<file path="src/pkg/dti_consts.svh">
// Purpose: Constants for the terminal input decoder
// Assumes: 40 MHz core clock
// Notes: Times in microseconds, counts derived
`ifndef DTI_CONSTS_SVH
`define DTI_CONSTS_SVH
`define DTI_CLK_MHZ 40
`define DTI_DEBOUNCE_US 1000
`define DTI_DEBOUNCE_CYC (`DTI_DEBOUNCE_US * `DTI_CLK_MHZ)
`define DTI_NUM_IN 9
`define DTI_IDX_ENABLE 0
`define DTI_IDX_FWD 1
`define DTI_IDX_REV 2
`define DTI_IDX_REFSRC 3
`define DTI_IDX_RUNSRC 4
`define DTI_IDX_SPDSRC 5
`define DTI_IDX_OVR1 6
`define DTI_IDX_OVR2 7
`define DTI_IDX_TRIP 8
`define DTI_FAULT_RESET_CODE 4'hf
`define DTI_PRESET_NONE 4'h0
`endif

</file>
<file path="src/pkg/dti_pkg.sv">
// Purpose: Types for the terminal input decoder
// Assumes: Constants header alongside
// Notes: Mode and source enumerations
package dti_pkg;
    typedef enum logic [2:0] {
        DTI_MODE_KEYPAD,
        DTI_MODE_STD3W,
        DTI_MODE_SPD15,
        DTI_MODE_FP2W,
        DTI_MODE_FP3W,
        DTI_MODE_OTHER
    } dti_mode_t;
    typedef enum logic [1:0] {
        DTI_SRC_KEYPAD,
        DTI_SRC_ANALOG1,
        DTI_SRC_CMDSEL,
        DTI_SRC_PRESET
    } dti_src_t;
    typedef enum logic [1:0] {
        DTI_DIR_STOP,
        DTI_DIR_FWD,
        DTI_DIR_REV
    } dti_dir_t;
    typedef struct packed {
        logic runCmd;
        logic reverse;
        logic driveEnable;
        logic rampStop;
        logic stopCmd;
        logic faultReset;
        logic rampGroup2;
        logic runFromTerminal;
        logic [3:0] presetNum;
        dti_src_t speedSrc;
    } dti_cmd_t;
    typedef struct packed {
        logic extTrip;
        logic faultLog;
    } dti_fault_t;
endpackage

</file>
<file path="src/rtl/dti_terminal_decoder.sv">
// Purpose: Decode opto terminal inputs into drive commands
// Assumes: Inputs high when the terminal is closed
// Notes: Outputs held in flip-flops
// Notes on behaviour
// - Open trip with setting on stops, disables, logs
// - Fifteen-speed: binary code k selects preset k+1
// - All four selects closed means fault reset
// - Ramp group input open one, closed two
// - Fan-pump: enable open coasts, closed permits current
// - Two-wire forward runs while closed, stops open
// - Two-wire reverse runs while closed, stops open
// - Two-wire reference input closed selects analog one
// - Potentiometer setting forces analog one for terminal speed, unless an override is open
// - Run-source input picks keypad or terminal commands
// - Speed-source input picks keypad or terminal speed
// - Keypad to terminal keeps speed; direction is kept only in three-wire while stopped
// - First override open selects preset one
// - Second override open selects preset two
// - Both overrides open: preset one wins
// - Three-wire momentary forward closure starts forward
// - Three-wire momentary reverse closure starts reverse
// - Three-wire stop open ramps to stop
// - Keypad mode ignores all but trip
`timescale 1ns/1ps
`include "dti_consts.svh"
module dti_terminal_decoder
    import dti_pkg::*;
#(
    parameter int DEBOUNCE_CYC = `DTI_DEBOUNCE_CYC
)(
    input wire logic core_clk,
    input wire logic rstn,
    input wire logic [`DTI_NUM_IN-1:0] terminalIn,
    input wire dti_mode_t opMode,
    input wire logic extTripOn,
    input wire logic cmdSelPot,
    input wire logic keypadRun,
    input wire logic keypadReverse,
    input wire logic keypadReset,
    input wire logic [3:0] keypadPreset,
    output dti_cmd_t cmdOut,
    output dti_fault_t faultOut,
    output logic [`DTI_NUM_IN-1:0] terminalLevel
);
    localparam int CW = $clog2(DEBOUNCE_CYC + 1);
    logic [`DTI_NUM_IN-1:0] sync1_q, sync2_q, sync3_q, stable_q;
    dti_cmd_t cmd_q, cmd_d;
    dti_fault_t fault_q;
    logic tripLatch_q;
    logic run3w_q, run3w_d, rev3w_q, rev3w_d;
    logic fwdPrev_q, revPrev_q;

    always_ff @(posedge core_clk) begin
        if (!rstn) begin
            sync1_q <= '0;
            sync2_q <= '0;
            sync3_q <= '0;
        end else begin
            sync1_q <= terminalIn;
            sync2_q <= sync1_q;
            sync3_q <= sync2_q;
        end
    end

    // Per-input debounce counters
    genvar gi;
    generate
        for (gi = 0; gi < `DTI_NUM_IN; gi++) begin : g_deb
            logic [CW-1:0] cnt_q;
            wire agree = (sync2_q[gi] == sync3_q[gi]);
            wire differ = (sync3_q[gi] != stable_q[gi]);
            always_ff @(posedge core_clk) begin
                if (!rstn) begin
                    cnt_q <= '0;
                    stable_q[gi] <= 1'b0;
                end else if (!agree || !differ) begin
                    cnt_q <= '0;
                end else if (cnt_q == CW'(DEBOUNCE_CYC - 1)) begin
                    cnt_q <= '0;
                    stable_q[gi] <= sync3_q[gi];
                end else begin
                    cnt_q <= cnt_q + CW'(1);
                end
            end
        end
    endgenerate

    wire enIn = stable_q[`DTI_IDX_ENABLE];
    wire fwdIn = stable_q[`DTI_IDX_FWD];
    wire revIn = stable_q[`DTI_IDX_REV];
    wire refIn = stable_q[`DTI_IDX_REFSRC];
    wire runSrcIn = stable_q[`DTI_IDX_RUNSRC];
    wire spdSrcIn = stable_q[`DTI_IDX_SPDSRC];
    wire ovr1In = stable_q[`DTI_IDX_OVR1];
    wire ovr2In = stable_q[`DTI_IDX_OVR2];
    wire tripIn = stable_q[`DTI_IDX_TRIP];

    wire isSpd15 = (opMode == DTI_MODE_SPD15);
    wire isFp2 = (opMode == DTI_MODE_FP2W);
    wire isFp3 = (opMode == DTI_MODE_FP3W);
    wire isFan = isFp2 || isFp3;

    wire tripNow = extTripOn && !tripIn;
    wire tripNew = tripNow && !tripLatch_q;

    // Fifteen-speed select code, first input least significant
    wire [3:0] selCode = {ovr1In, spdSrcIn, runSrcIn, refIn};
    wire spdReset = (selCode == `DTI_FAULT_RESET_CODE);
    wire [3:0] spdPreset = selCode + 4'h1;

    // Three-wire edge starts
    wire fwdRise = fwdIn && !fwdPrev_q;
    wire revRise = revIn && !revPrev_q;
    wire stop3 = !refIn;
    wire runTerm = runSrcIn;

    always_comb begin
        run3w_d = run3w_q;
        rev3w_d = rev3w_q;
        if (!isFp3 || !enIn || tripNow || stop3) begin
            run3w_d = 1'b0;
        end else if (runTerm && fwdRise) begin
            run3w_d = 1'b1;
            rev3w_d = 1'b0;
        end else if (runTerm && revRise) begin
            run3w_d = 1'b1;
            rev3w_d = 1'b1;
        end
    end

    // Fan-pump speed source, overrides first
    wire [3:0] ovrPreset = !ovr1In ? 4'h1 :
                           !ovr2In ? 4'h2 : `DTI_PRESET_NONE;
    wire fanRefAnalog = cmdSelPot || (isFp2 && refIn);
    wire dti_src_t fanTermSrc = fanRefAnalog ? DTI_SRC_ANALOG1 :
                                DTI_SRC_CMDSEL;

    always_comb begin
        cmd_d = '0;
        cmd_d.runFromTerminal = 1'b0;
        cmd_d.speedSrc = DTI_SRC_KEYPAD;
        cmd_d.presetNum = keypadPreset;
        cmd_d.driveEnable = !tripNow;
        cmd_d.runCmd = keypadRun && !tripNow;
        cmd_d.reverse = keypadReverse;
        cmd_d.faultReset = keypadReset;
        if (isSpd15) begin
            cmd_d.runFromTerminal = 1'b1;
            cmd_d.driveEnable = enIn && !tripNow;
            cmd_d.runCmd = (fwdIn ^ revIn) && enIn && !tripNow;
            cmd_d.reverse = revIn && !fwdIn;
            cmd_d.faultReset = spdReset;
            cmd_d.speedSrc = DTI_SRC_PRESET;
            cmd_d.presetNum = spdReset ? cmd_q.presetNum : spdPreset;
            cmd_d.rampGroup2 = ovr2In;
        end else if (isFan) begin
            cmd_d.runFromTerminal = runTerm;
            cmd_d.driveEnable = enIn && !tripNow;
            if (runTerm && isFp2) begin
                cmd_d.runCmd = (fwdIn ^ revIn) && enIn && !tripNow;
                cmd_d.reverse = revIn && !fwdIn;
                cmd_d.faultReset = fwdIn && revIn;
            end else if (runTerm) begin
                cmd_d.runCmd = run3w_d;
                cmd_d.reverse = run3w_d ? rev3w_d : cmd_q.reverse;
                cmd_d.faultReset = 1'b0;
            end else begin
                cmd_d.runCmd = keypadRun && enIn && !tripNow;
            end
            if (!enIn) begin
                cmd_d.runCmd = 1'b0;
            end
            if (ovrPreset != `DTI_PRESET_NONE) begin
                cmd_d.speedSrc = DTI_SRC_PRESET;
                cmd_d.presetNum = ovrPreset;
            end else if (spdSrcIn) begin
                cmd_d.speedSrc = fanTermSrc;
            end
            cmd_d.rampStop = isFp3 && stop3;
        end
        cmd_d.stopCmd = cmd_q.runCmd && !cmd_d.runCmd;
    end

    always_ff @(posedge core_clk) begin
        if (!rstn) begin
            cmd_q <= '0;
            fault_q <= '0;
            tripLatch_q <= 1'b0;
            run3w_q <= 1'b0;
            rev3w_q <= 1'b0;
            fwdPrev_q <= 1'b0;
            revPrev_q <= 1'b0;
        end else begin
            cmd_q <= cmd_d;
            run3w_q <= run3w_d;
            rev3w_q <= rev3w_d;
            fwdPrev_q <= fwdIn;
            revPrev_q <= revIn;
            tripLatch_q <= tripNow;
            fault_q.extTrip <= tripNow;
            fault_q.faultLog <= tripNew;
        end
    end

    assign cmdOut = cmd_q;
    assign faultOut = fault_q;
    assign terminalLevel = stable_q;

    property p_trip_disable;
        @(posedge core_clk) disable iff (!rstn)
        (extTripOn && !tripIn) |=> !cmdOut.driveEnable && faultOut.extTrip;
    endproperty
    a_trip_disable: assert property (p_trip_disable)
        else $error("trip did not disable drive");

    property p_trip_log;
        @(posedge core_clk) disable iff (!rstn)
        $rose(faultOut.extTrip) |-> faultOut.faultLog;
    endproperty
    a_trip_log: assert property (p_trip_log)
        else $error("trip not logged");

    property p_spd_preset;
        @(posedge core_clk) disable iff (!rstn)
        (isSpd15 && selCode != 4'hf) |=> cmdOut.presetNum == $past(selCode) + 4'h1;
    endproperty
    a_spd_preset: assert property (p_spd_preset)
        else $error("preset code wrong");

    property p_spd_reset;
        @(posedge core_clk) disable iff (!rstn)
        (isSpd15 && selCode == 4'hf) |=> cmdOut.faultReset;
    endproperty
    a_spd_reset: assert property (p_spd_reset)
        else $error("fault reset missed");

    property p_ramp_grp;
        @(posedge core_clk) disable iff (!rstn)
        isSpd15 |=> cmdOut.rampGroup2 == $past(ovr2In);
    endproperty
    a_ramp_grp: assert property (p_ramp_grp)
        else $error("ramp group wrong");

    property p_enable;
        @(posedge core_clk) disable iff (!rstn)
        (isFan && !enIn) |=> !cmdOut.driveEnable && !cmdOut.runCmd;
    endproperty
    a_enable: assert property (p_enable)
        else $error("enable open still drives");

    property p_ovr1;
        @(posedge core_clk) disable iff (!rstn)
        (isFan && !ovr1In) |=> cmdOut.presetNum == 4'h1
            && cmdOut.speedSrc == DTI_SRC_PRESET;
    endproperty
    a_ovr1: assert property (p_ovr1)
        else $error("override one not taken");

    property p_ovr2;
        @(posedge core_clk) disable iff (!rstn)
        (isFan && ovr1In && !ovr2In) |=> cmdOut.presetNum == 4'h2;
    endproperty
    a_ovr2: assert property (p_ovr2)
        else $error("override two not taken");

    property p_pot;
        @(posedge core_clk) disable iff (!rstn)
        (isFan && cmdSelPot && spdSrcIn && ovr1In && ovr2In)
            |=> cmdOut.speedSrc == DTI_SRC_ANALOG1;
    endproperty
    a_pot: assert property (p_pot)
        else $error("pot not forcing analog one");

    property p_latch3;
        @(posedge core_clk) disable iff (!rstn)
        (isFp3 && run3w_q && !stop3 && enIn && !tripNow) |=> run3w_q;
    endproperty
    a_latch3: assert property (p_latch3)
        else $error("three-wire run dropped");

    property p_stop3;
        @(posedge core_clk) disable iff (!rstn)
        (isFp3 && stop3) |=> !cmdOut.runCmd ##0 cmdOut.rampStop;
    endproperty
    a_stop3: assert property (p_stop3)
        else $error("stop input ignored");

    property p_fwd2w;
        @(posedge core_clk) disable iff (!rstn)
        (isFp2 && runTerm && enIn && !tripNow && fwdIn && !revIn)
            |=> cmdOut.runCmd && !cmdOut.reverse;
    endproperty
    a_fwd2w: assert property (p_fwd2w)
        else $error("two-wire forward not running");

    property p_rev2w;
        @(posedge core_clk) disable iff (!rstn)
        (isFp2 && runTerm && enIn && !tripNow && revIn && !fwdIn)
            |=> cmdOut.runCmd && cmdOut.reverse;
    endproperty
    a_rev2w: assert property (p_rev2w)
        else $error("two-wire reverse not running");

    property p_open2w;
        @(posedge core_clk) disable iff (!rstn)
        (isFp2 && runTerm && !fwdIn && !revIn) |=> !cmdOut.runCmd;
    endproperty
    a_open2w: assert property (p_open2w)
        else $error("two-wire open still running");

    property p_stop_pulse;
        @(posedge core_clk) disable iff (!rstn)
        $fell(cmdOut.runCmd) |-> cmdOut.stopCmd;
    endproperty
    a_stop_pulse: assert property (p_stop_pulse)
        else $error("stop command missing");

    property p_run_src;
        @(posedge core_clk) disable iff (!rstn)
        (isFan && !runTerm) |=> !cmdOut.runFromTerminal
            && cmdOut.faultReset == $past(keypadReset);
    endproperty
    a_run_src: assert property (p_run_src)
        else $error("run source not keypad");

    property p_spd_src;
        @(posedge core_clk) disable iff (!rstn)
        (isFan && !spdSrcIn && ovr1In && ovr2In)
            |=> cmdOut.speedSrc == DTI_SRC_KEYPAD;
    endproperty
    a_spd_src: assert property (p_spd_src)
        else $error("speed source not keypad");

    property p_start3f;
        @(posedge core_clk) disable iff (!rstn)
        (isFp3 && runTerm && enIn && !tripNow && !stop3 && fwdRise)
            |=> cmdOut.runCmd && !cmdOut.reverse;
    endproperty
    a_start3f: assert property (p_start3f)
        else $error("three-wire forward start missed");

    property p_start3r;
        @(posedge core_clk) disable iff (!rstn)
        (isFp3 && runTerm && enIn && !tripNow && !stop3
            && revRise && !fwdRise) |=> cmdOut.runCmd && cmdOut.reverse;
    endproperty
    a_start3r: assert property (p_start3r)
        else $error("three-wire reverse start missed");

    property p_keypad;
        @(posedge core_clk) disable iff (!rstn)
        (opMode == DTI_MODE_KEYPAD && !tripNow)
            |=> cmdOut.runCmd == $past(keypadRun)
            && cmdOut.reverse == $past(keypadReverse);
    endproperty
    a_keypad: assert property (p_keypad)
        else $error("keypad mode not following keypad");
endmodule

</file>
<file path="config.mk">
export PLATFORM = sky130hd
export DESIGN_NAME = dti_terminal_decoder
export DESIGN_NICKNAME = d
export VERILOG_FILES = /design/src/pkg/dti_pkg.sv /design/src/rtl/dti_terminal_decoder.sv
export VERILOG_INCLUDE_DIRS = /design/src /design/src/pkg
export SDC_FILE = /design/constraint.sdc
export NUM_CORES = 1
export LEC_CHECK = 0
export BUFFER_PORTS_ARGS = -buffer_cell sky130_fd_sc_hd__buf_2
export CAP_MARGIN = 20
export CORE_AREA = 2 2 100 150
export DETAILED_ROUTE_END_ITERATION = 10
export DIE_AREA = 0 0 102 152
export GPL_ROUTABILITY_DRIVEN = 1
export HOLD_SLACK_MARGIN = 0.15
export PLACE_DENSITY = 0.77
export SYNTH_ARGS = -nofsm -noshare
export SYNTH_HDL_FRONTEND = slang
export SYNTH_SLANG_ARGS = --single-unit
export TNS_END_PERCENT = 10
</file>
<file path="constraint.sdc">
create_clock -name core_clk -period 2.3 [get_ports core_clk]
set_clock_uncertainty 0.2 [all_clocks]
set_input_delay 0.345 -clock core_clk [delete_from_list [all_inputs] [get_ports core_clk]]
set_output_delay 0.345 -clock core_clk [all_outputs]
set_load 0.01 [all_outputs]
</file>
### After elaboration in Yosys (flattened, before gate mapping)

Index checks and enable logic that the tools add are counted.

| word-level totals | value |
|---|---|
| register bits after elaboration | 200 |
| bits of input ports | 23 |
| output and inout bits | 25 |
| word-level logic and storage cells | 199 |

| operators by class | value |
|---|---|
| add/subtract/negate cells | 10 |
| equality and inequality tests | 33 |
| mux-type cells | 26 |
| bitwise gates (word level) | 12 |
| reductions and logical operators | 81 |

Operators with widths:

| operator | count |
|---|---|
| adder 16 x 1 -> 16 bit, second input constant | 9 |
| == test 16 bit, second input constant | 9 |
| OR reduction 3 bit | 10 |
| logical NOT 1 bit | 28 |
| AND reduction 2 bit | 10 |
| logical AND 1 bit | 18 |
| logical OR 1 bit | 14 |
| two-way mux 1 bit | 14 |
| two-way mux 7 bit | 2 |
| two-way mux 2 bit | 6 |
| two-way mux 4 bit | 3 |
| NOT 1 bit | 11 |
| == test 1 bit | 9 |
| != test 1 bit | 9 |
| == test 3 x 2 -> 1 bit, second input constant | 2 |
| != test 5 x 4 -> 1 bit, second input constant | 1 |
| adder 4 x 1 -> 4 bit, second input constant | 1 |
| == test 4 bit, second input constant | 1 |
| nonzero test 4 bit | 1 |
| == test 3 bit, second input constant | 1 |
| two-way mux 3 bit | 1 |
| != test 2 bit, second input constant | 1 |
| bitwise XOR 1 bit | 1 |

### Logic depth before layout (Yosys ltp)

Gate-level depths: netlist of the first run.

| depth | value |
|---|---|
| depth in word-level cells | 14 |
| gate-level depth with buffers | 8 |
| gate-level depth less buffers | 6 |

### Worst setup path after synthesis of the first run

OpenSTA, ideal clock, no wires.

| timing path | value |
|---|---|
| path kind | flip-flop to flip-flop |
| start | register g_deb[7].cnt_q[0] |
| end | register g_deb[7].cnt_q[10] |
| setup time | 0.128 ns |
| arrival time | 1.706 ns |
| data required time | 1.972 ns |
| setup slack | 0.267 ns |
| stages on the path, launching flop included | 9 |
| buffers on the path | 2 |
| clock period less this slack | 2.033 ns |
| cells stage by stage | dfxtp_1 ha_1 and3_1 and3_1 clkbuf_1 nand3_1 nand3_1 clkbuf_1 nor2_1 |

| between the ends | value |
|---|---|
| word-level cells in the longest chain between the ends | 2 |
| elaborated cells between the ends (all ways) | 3 |
| those cells by class | add/sub (1); eq/ne (1); reduce/logical (1) |

Ends and longest elaborated chain:

| what | line | source |
|---|---|---|
| from (decl) | dti_terminal_decoder.sv:69 | `logic [CW-1:0] cnt_q;` |
| from (signal assigned) | dti_terminal_decoder.sv:82 | `cnt_q <= cnt_q + CW'(1);` |
| branches (longest 2 deep; another with adder 16 x 1 -> 16 bit) | -- |  |

Several ways; the timed one is not identified.
A chain may end at the register's enable or synchronous reset.

### Final worst setup path of the first run

| timing path | value |
|---|---|
| start | input opMode[2] |
| end | register cmd_q, in the netlist cmdOut[9] |

| between the ends | value |
|---|---|
| word-level cells in the longest chain between the ends | 13 |
| elaborated cells between the ends (all ways) | 17 |
| those cells by class | eq/ne (3); mux (6); reduce/logical (8) |

Ends and longest elaborated chain:

| what | line | source |
|---|---|---|
| from (decl) | dti_terminal_decoder.sv:34 | `input wire dti_mode_t opMode,` |
| == test 3 bit | dti_terminal_decoder.sv:100 | `wire isFp3 = (opMode == DTI_MODE_FP3W);` |
| logical NOT 1 bit | dti_terminal_decoder.sv:120 | `if (!isFp3 \|\| !enIn \|\| tripNow \|\| stop3) begin` |
| logical OR 1 bit (3 in series) | dti_terminal_decoder.sv:120 |  |
| two-way mux 1 bit | dti_terminal_decoder.sv:120 |  |
| two-way mux 1 bit | dti_terminal_decoder.sv:163 | `end else if (runTerm) begin` |
| two-way mux 2 bit | dti_terminal_decoder.sv:159 | `if (runTerm && isFp2) begin` |
| two-way mux 1 bit | dti_terminal_decoder.sv:170 | `if (!enIn) begin` |
| two-way mux 4 bit | dti_terminal_decoder.sv:156 | `end else if (isFan) begin` |
| two-way mux 3 bit * | dti_terminal_decoder.sv:147 | `if (isSpd15) begin` |
| logical NOT 1 bit * | dti_terminal_decoder.sv:181 | `cmd_d.stopCmd = cmd_q.runCmd && !cmd_d.runCmd;` |
| logical AND 1 bit * | dti_terminal_decoder.sv:181 |  |
| to (signal assigned) | dti_terminal_decoder.sv:194 | `cmd_q <= cmd_d;` |
| to (decl) | dti_terminal_decoder.sv:47 | `dti_cmd_t cmd_q, cmd_d;` |

Mark *: on every way between the ends. The rest lies on a longest branch, timed or not.

==> results.ini, run 1 <==
[outcome]
outcome=finished, final reports clean

[drt]
via_per_inst=5.28
routed_wl_mm=16.0
dr.pass1.iters=5
drc=0
vias=6486
wire_per_inst_um=13.0
dr.first_iter.drc_count=244
ant_nets=0

[cts]
cts_buffers=17
clock_sinks=200
clkLatencyLatePin_ns=0.42
cts_root_buf=clkbuf_16
clockBufferDepth=2
htreeDepth=4
path_clk_slew_ns=0.07
cts_setup_buffers=0
cts_tree=built

[setup_path]
reg2reg_slack_ns=0.41
crit_path_end_kind=flop
r2r-start=g_deb[0].cnt_q[3]$_SDFF_PP0_
cp_max_fo=7
worstPathArrival_ns=2.41
cp-endpoint=cmdOut[9]$_SDFF_PN0_
cp-start-kind=input pin
rr_worst_depth=5
reg2reg_to=g_deb[0].cnt_q[15]$_SDFF_PP0_
startpoint=opMode[2]
crit_required_ns=2.41
path_class=in -> reg

[grt]
grt_pass1_vias=6212
grt_usage_pct=21.3
grt_pass1_wl_mm=27.1
grt-ovfl-total=0
grt_max_degree=29
antenna_found_initial=0

[finish]
area_growth_pct=14.4
n_fill_cell=1158
num_antenna_cells=0
drive_gt1_share_pct=10.7
multiInputGateArea_sq_um=4070
regArea_sq_um=4000
utilization_pct=66.8
fin_nets=1055

[die]
io_pins=48
core_area_sq_um=14300
die_x_um=102
die_area_sq_um=15500
start_util_pct=58.4
placementRows=54
die_h_um=152

[logic_synthesis]
synth_seq_cells=200
avgSynthCellArea_sq_um=8.79
synth_edf_count=0
ys.flop_type=dfxtp_1
yosys-top-cells-count=dfxtp_1 (200), nor2_1 (174), nand3_1 (78), xor2_1 (75), nand2_1 (60)
yosysMostFrequentCell=dfxtp_1
syn_inst=951
synth_top_cell_by_area=dfxtp_1
synth_nets=986
ys_types=48
async_flop_share_pct=0
synth_top_area_share_pct=47.9
synth_area_sq_um=8360
yosysSeqAreaShare_pct=47.9
synth.area.top_cells=dfxtp_1 (48%), xor2_1 (7.9%), nor2_1 (7.8%)
yosys_warnings=0

[flow_run]
maxCapViolations=0

[timing]
fin_crit_sh_pct=99.9
hold_viol_final=0
slew_headroom_pct=65.3
drv_slew=0
max_slew.worst_pin.slew_ns=0.515
rsz0062_at_grt=false
setup_violations=0
min_period_ns=2.30
max_freq_ghz=0.435
fin_setup_tns_ns=0

[power]
p_leak_nw=3.48
irDropWorstVdd_v=0.000417
finalPower_mw=6.51
power_density_nw_per_um2=680

[placed_design]
port_buffers=47
gp_congestion=0.844
dp_hpwl_mm=11.2

[min_path]
min_path_type=in -> reg

-- cells by family after synthesis --
logic type / after synthesis / share of synthesized area (%)
AOI/OAI and AO/OA: 65 / 4.98
xor gates and xnor gates: 126 / 13.2
adders and majority gates: 12 / 1.80
buffers and inverters: 65 / 3.50
DFF: 200 / 47.9
muxes: 6 / 0.793
and+or+nand+nor: 477 / 27.8
-- worst min-delay path by stage --
| stage | startpoint | endpoint | slack [ns] | depth (start not counted) |
|---|---|---|---|---|
| finish | opMode[0] | run3w_q$_SDFF_PN0_ | 0.17 | 4 |
| CTS | opMode[1] | cmdOut[5]$_SDFFE_PN0P_ | 0.16 | 5 |
| floorplan | tripLatch_q$_SDFF_PN0_ | faultOut[0]$_SDFF_PN0_ | 0.20 | 1 |
| global placement | sync1_q[4]$_SDFF_PN0_ | sync2_q[4]$_SDFF_PN0_ | 0.21 | 1 |
| detailed placement | sync1_q[8]$_SDFF_PN0_ | sync2_q[8]$_SDFF_PN0_ | 0.22 | 1 |
| global route | opMode[1] | cmdOut[5]$_SDFFE_PN0P_ | 0.18 | 5 |
-- timing repair --
| item | 4_1_cts | 5_1_grt |
|---|---|---|
| gates resized for setup | 0 | 2 |
| setup endpoints to repair | 0 | 2 |
| hold buffers | 18 | 0 |
| endpoints found under the hold margin | 17 | 0 |
-- registers in the layout, summed over array words and instances, names as in the netlist, 9 cells and up --
register	flops
sync1_q	9
g_deb.cnt_q	144
cmdOut	14
sync2_q	9
sync3_q	9
-- through the flow --
step | instance area, sq um | hold slack [ns] | setup slack, ns | cells
6_report | 9570 | 0.172 | 0.00335 | 1229
5_1_grt | 9570 | 0.181 | 0.00418 | 1229
4_1_cts | 9560 | 0.156 | 0.0522 | 1229
3_5_place_dp | 8810 | 0.218 | 0.126 | 1179
3_3_place_gp | 8810 | 0.214 | 0.158 | 1179
2_1_floorplan | 8360 | 0.203 | 0.267 | 951
-- cells in the final DEF (no fill, tap or decap), types with 4 or more instances in the layout --
cell             n
nor4_1           4
inv_1           29
nor4b_1          8
nand2b_1         4
and3_1          37
o211ai_1         4
nor2b_1          5
clkbuf_16       17
nand2_1         60
inv_8            4
mux2_2           5
and4_1           9
and2_1          25
nand3_1         78
nor2_1         174
xor2_1          75
o21ai_0         22
a31oi_1          4
buf_4           22
xnor2_1         51
or3_1            5
ha_1            12
nand4_1         24
dlygate4sd3_1   18
a21oi_1         13
dfxtp_1        200
nor3_1          32
buf_2           46
-- power breakdown --
part | total (mW) | internal [mW] | switching [mW]
combinational | 0.167 | 0.0814 | 0.0861
clock | 2.83 | 1.48 | 1.34
sequential | 3.51 | 3.49 | 0.0184
-- cell type report --
cell class | count | area share (%)
Multi-Input combinational cell | 686 | 42.5
Tap cell | 196 | 2.56
Clock buffer | 20 | 4.77
Clock inverter | 12 | 1.14
Inverter | 29 | 1.14
Timing Repair Buffer | 86 | 6.02
Sequential cell | 200 | 41.9
-- worst max-delay path, stage by stage --
cell	delay [ns]
dlygate4sd3_1	0.55
buf_4	0.14
or3b_4	0.39
or3_4	0.41
o211ai_2	0.17
a41oi_1	0.17
and3_1	0.23
-- routing by layer --
| layer | vias to the layer above | share of wire, % | track usage, % |
|---|---|---|---|
| met1 | 3026 | 44 | 25.1 |
| met4 | 0 | 1.4 | 6.92 |
| met3 | 12 | 3.5 | 4.92 |
| li1 | 3345 | - | - |
| met5 | - | 0 | 0 |
| met2 | 103 | 51 | 37.7 |
No activity file was read; power rests on OpenSTA's default activity.
==> run 2: changes to the inputs <==
Settings changed: CAP_MARGIN 20 to 10, CELL_PAD_IN_SITES_DETAIL_PLACEMENT set to 0, CELL_PAD_IN_SITES_GLOBAL_PLACEMENT set to 2, CORE_AREA 2 2 100 150 to 2 2 153 229, DIE_AREA 0 0 102 152 to 0 0 155 231, PLACE_DENSITY 0.77 to not set, PLACE_DENSITY_LB_ADDON set to 0.1.
==> results.ini, run 2 (same netlist as run 1, synthesis figures left out) <==
[power]
finalPower_mw=6.79
power_density_nw_per_um2=680
p_leak_nw=3.55
irDropWorstVdd_v=0.000402

[grt]
grt_pass1_wl_mm=34.0
grt_max_degree=35
grt-ovfl-total=0
grt_usage_pct=12.0
grt_pass1_vias=6545
antenna_found_initial=3

[setup_path]
path_buf_inv=2
cp_max_fo=3
path_cells=dlygate4sd3_1 -> buf_2 -> or3b_4 -> or3_4 -> o211ai_2 -> a41oi_2 -> and3_1
worstPathArrival_ns=2.34
cp-start-kind=input pin
slowest_stage=dlygate4sd3_1
cp_top_family=simple AND/OR/NAND/NOR gates
crit_required_ns=2.44
crit_path_max_incr_delay_ns=0.53
crit_path_end_kind=flop
path_class=in -> reg

[die]
placementRows=83
die_h_um=231
io_pins=48
core_area_sq_um=34000
start_util_pct=24.6
die_area_sq_um=35800
die_x_um=155

[finish]
area_growth_pct=19.5
mostFrequentLayoutCells=dfxtp_1 (200), nor2_1 (174), nand3_1 (78)
largest_reg_flops=144
top_register=g_deb.cnt_q
fin_nets=1066
layout_commonest_cell=dfxtp_1
regArea_sq_um=4000
drive_gt1_share_pct=11.4
multiInputGateArea_sq_um=4070
n_fill_cell=3695

[timing]
min_period_ns=2.20
fin_setup_tns_ns=0
slew_headroom_pct=63.2
max_freq_ghz=0.454
fin_hold_ws_ns=0.233
hold_viol_final=0
drv_slew=0
setup_ws_ns=0.0994
max_slew.worst_pin.slew_ns=0.552
setup_violations=0
rsz0062_at_grt=false
fin_crit_sh_pct=95.7

[cts]
clkLatencyLatePin_ns=0.45
htreeDepth=4
path_clk_slew_ns=0.07
clock_sinks=200
cts_buffers=17
cts_setup_buffers=0
cts_tree=built
clockBufferDepth=2
cts_root_buf=clkbuf_16

[drt]
ant_nets=0
wl_met3_um=772
vias=6481
top_layer=met5
wl_met1_mm=9.10
dr.first_iter.drc_count=269
wire_per_inst_um=13.7
drc=0
via_per_inst=4.41
dr.pass1.iters=4
routed_wl_mm=20.2
dr_wl_met2_mm=9.86

[outcome]
outcome=finished, final reports clean

[min_path]
min_path_type=reg -> reg

[flow_run]
maxCapViolations=0

[placed_design]
port_buffers=47
post-place-ws_ns=0.129
dp_hpwl_mm=14.5
gp_congestion=0.711

## run 2: cell count changes in the layout (fill, tap and decap cells not counted), sizes merged, moves of 2 or more
cell / before / now
buf: 68 / 74
dlygate4sd3: 18 / 23
inv: 35 / 30
bufinv: 0 / 2
diode: 0 / 2
## run 2: layout make-up
class / count / share of cell area (%)
antenna: 2 / 0.0501
clock buffer: 21 / 4.81
clock inverter: 11 / 1.20
inverter: 29 / 1.09
multi-input combinational: 686 / 40.8
sequential: 200 / 40.1
tap: 425 / 5.32
timing repair buffer: 97 / 6.71
## run 2: final timing paths
check | cells past startpoint | from | slack (ns) | end
worst max-delay path | 7 | opMode[0] | 0.1 | cmdOut[9]$_SDFF_PN0_
worst min-delay path | 1 | sync1_q[5]$_SDFF_PN0_ | 0.23 | sync2_q[5]$_SDFF_PN0_
worst max register to register | 7 | g_deb[4].cnt_q[0]$_SDFF_PP0_ | 0.37 | g_deb[4].cnt_q[4]$_SDFF_PP0_
worst min register to register | 1 | sync1_q[5]$_SDFF_PN0_ | 0.23 | sync2_q[5]$_SDFF_PN0_
## run 2: per-stage QoR
step                instances  utilization (%)  cell area [sq um]
global placement         1414             26.9               9150
detailed placement       1414             26.9               9150
finish                   1471             29.4               9990
CTS                      1467             29.3               9960
floorplan                 951                -               8360
global route             1470             29.4               9990
## run 2: timing repair
action,4_1_cts,5_1_grt
hold buffers,21,2
hold endpoints to repair,24,1
endpoints found under the setup margin,0,1
resized for setup,0,3
## run 2: metal layers
metal / global-route usage (%) / up-vias
li1: - / 3377
met1: 14.1 / 3009
met2: 20.6 / 72
met3: 3.19 / 21
met4: 4.98 / 2
met5: 0 / -
## run 2: power by group
part	switching (mW)	internal, mW	total [mW]
clock	1.38	1.72	3.09
combinational	0.0955	0.0885	0.184
sequential	0.0181	3.49	3.51
total	1.49	5.30	6.79
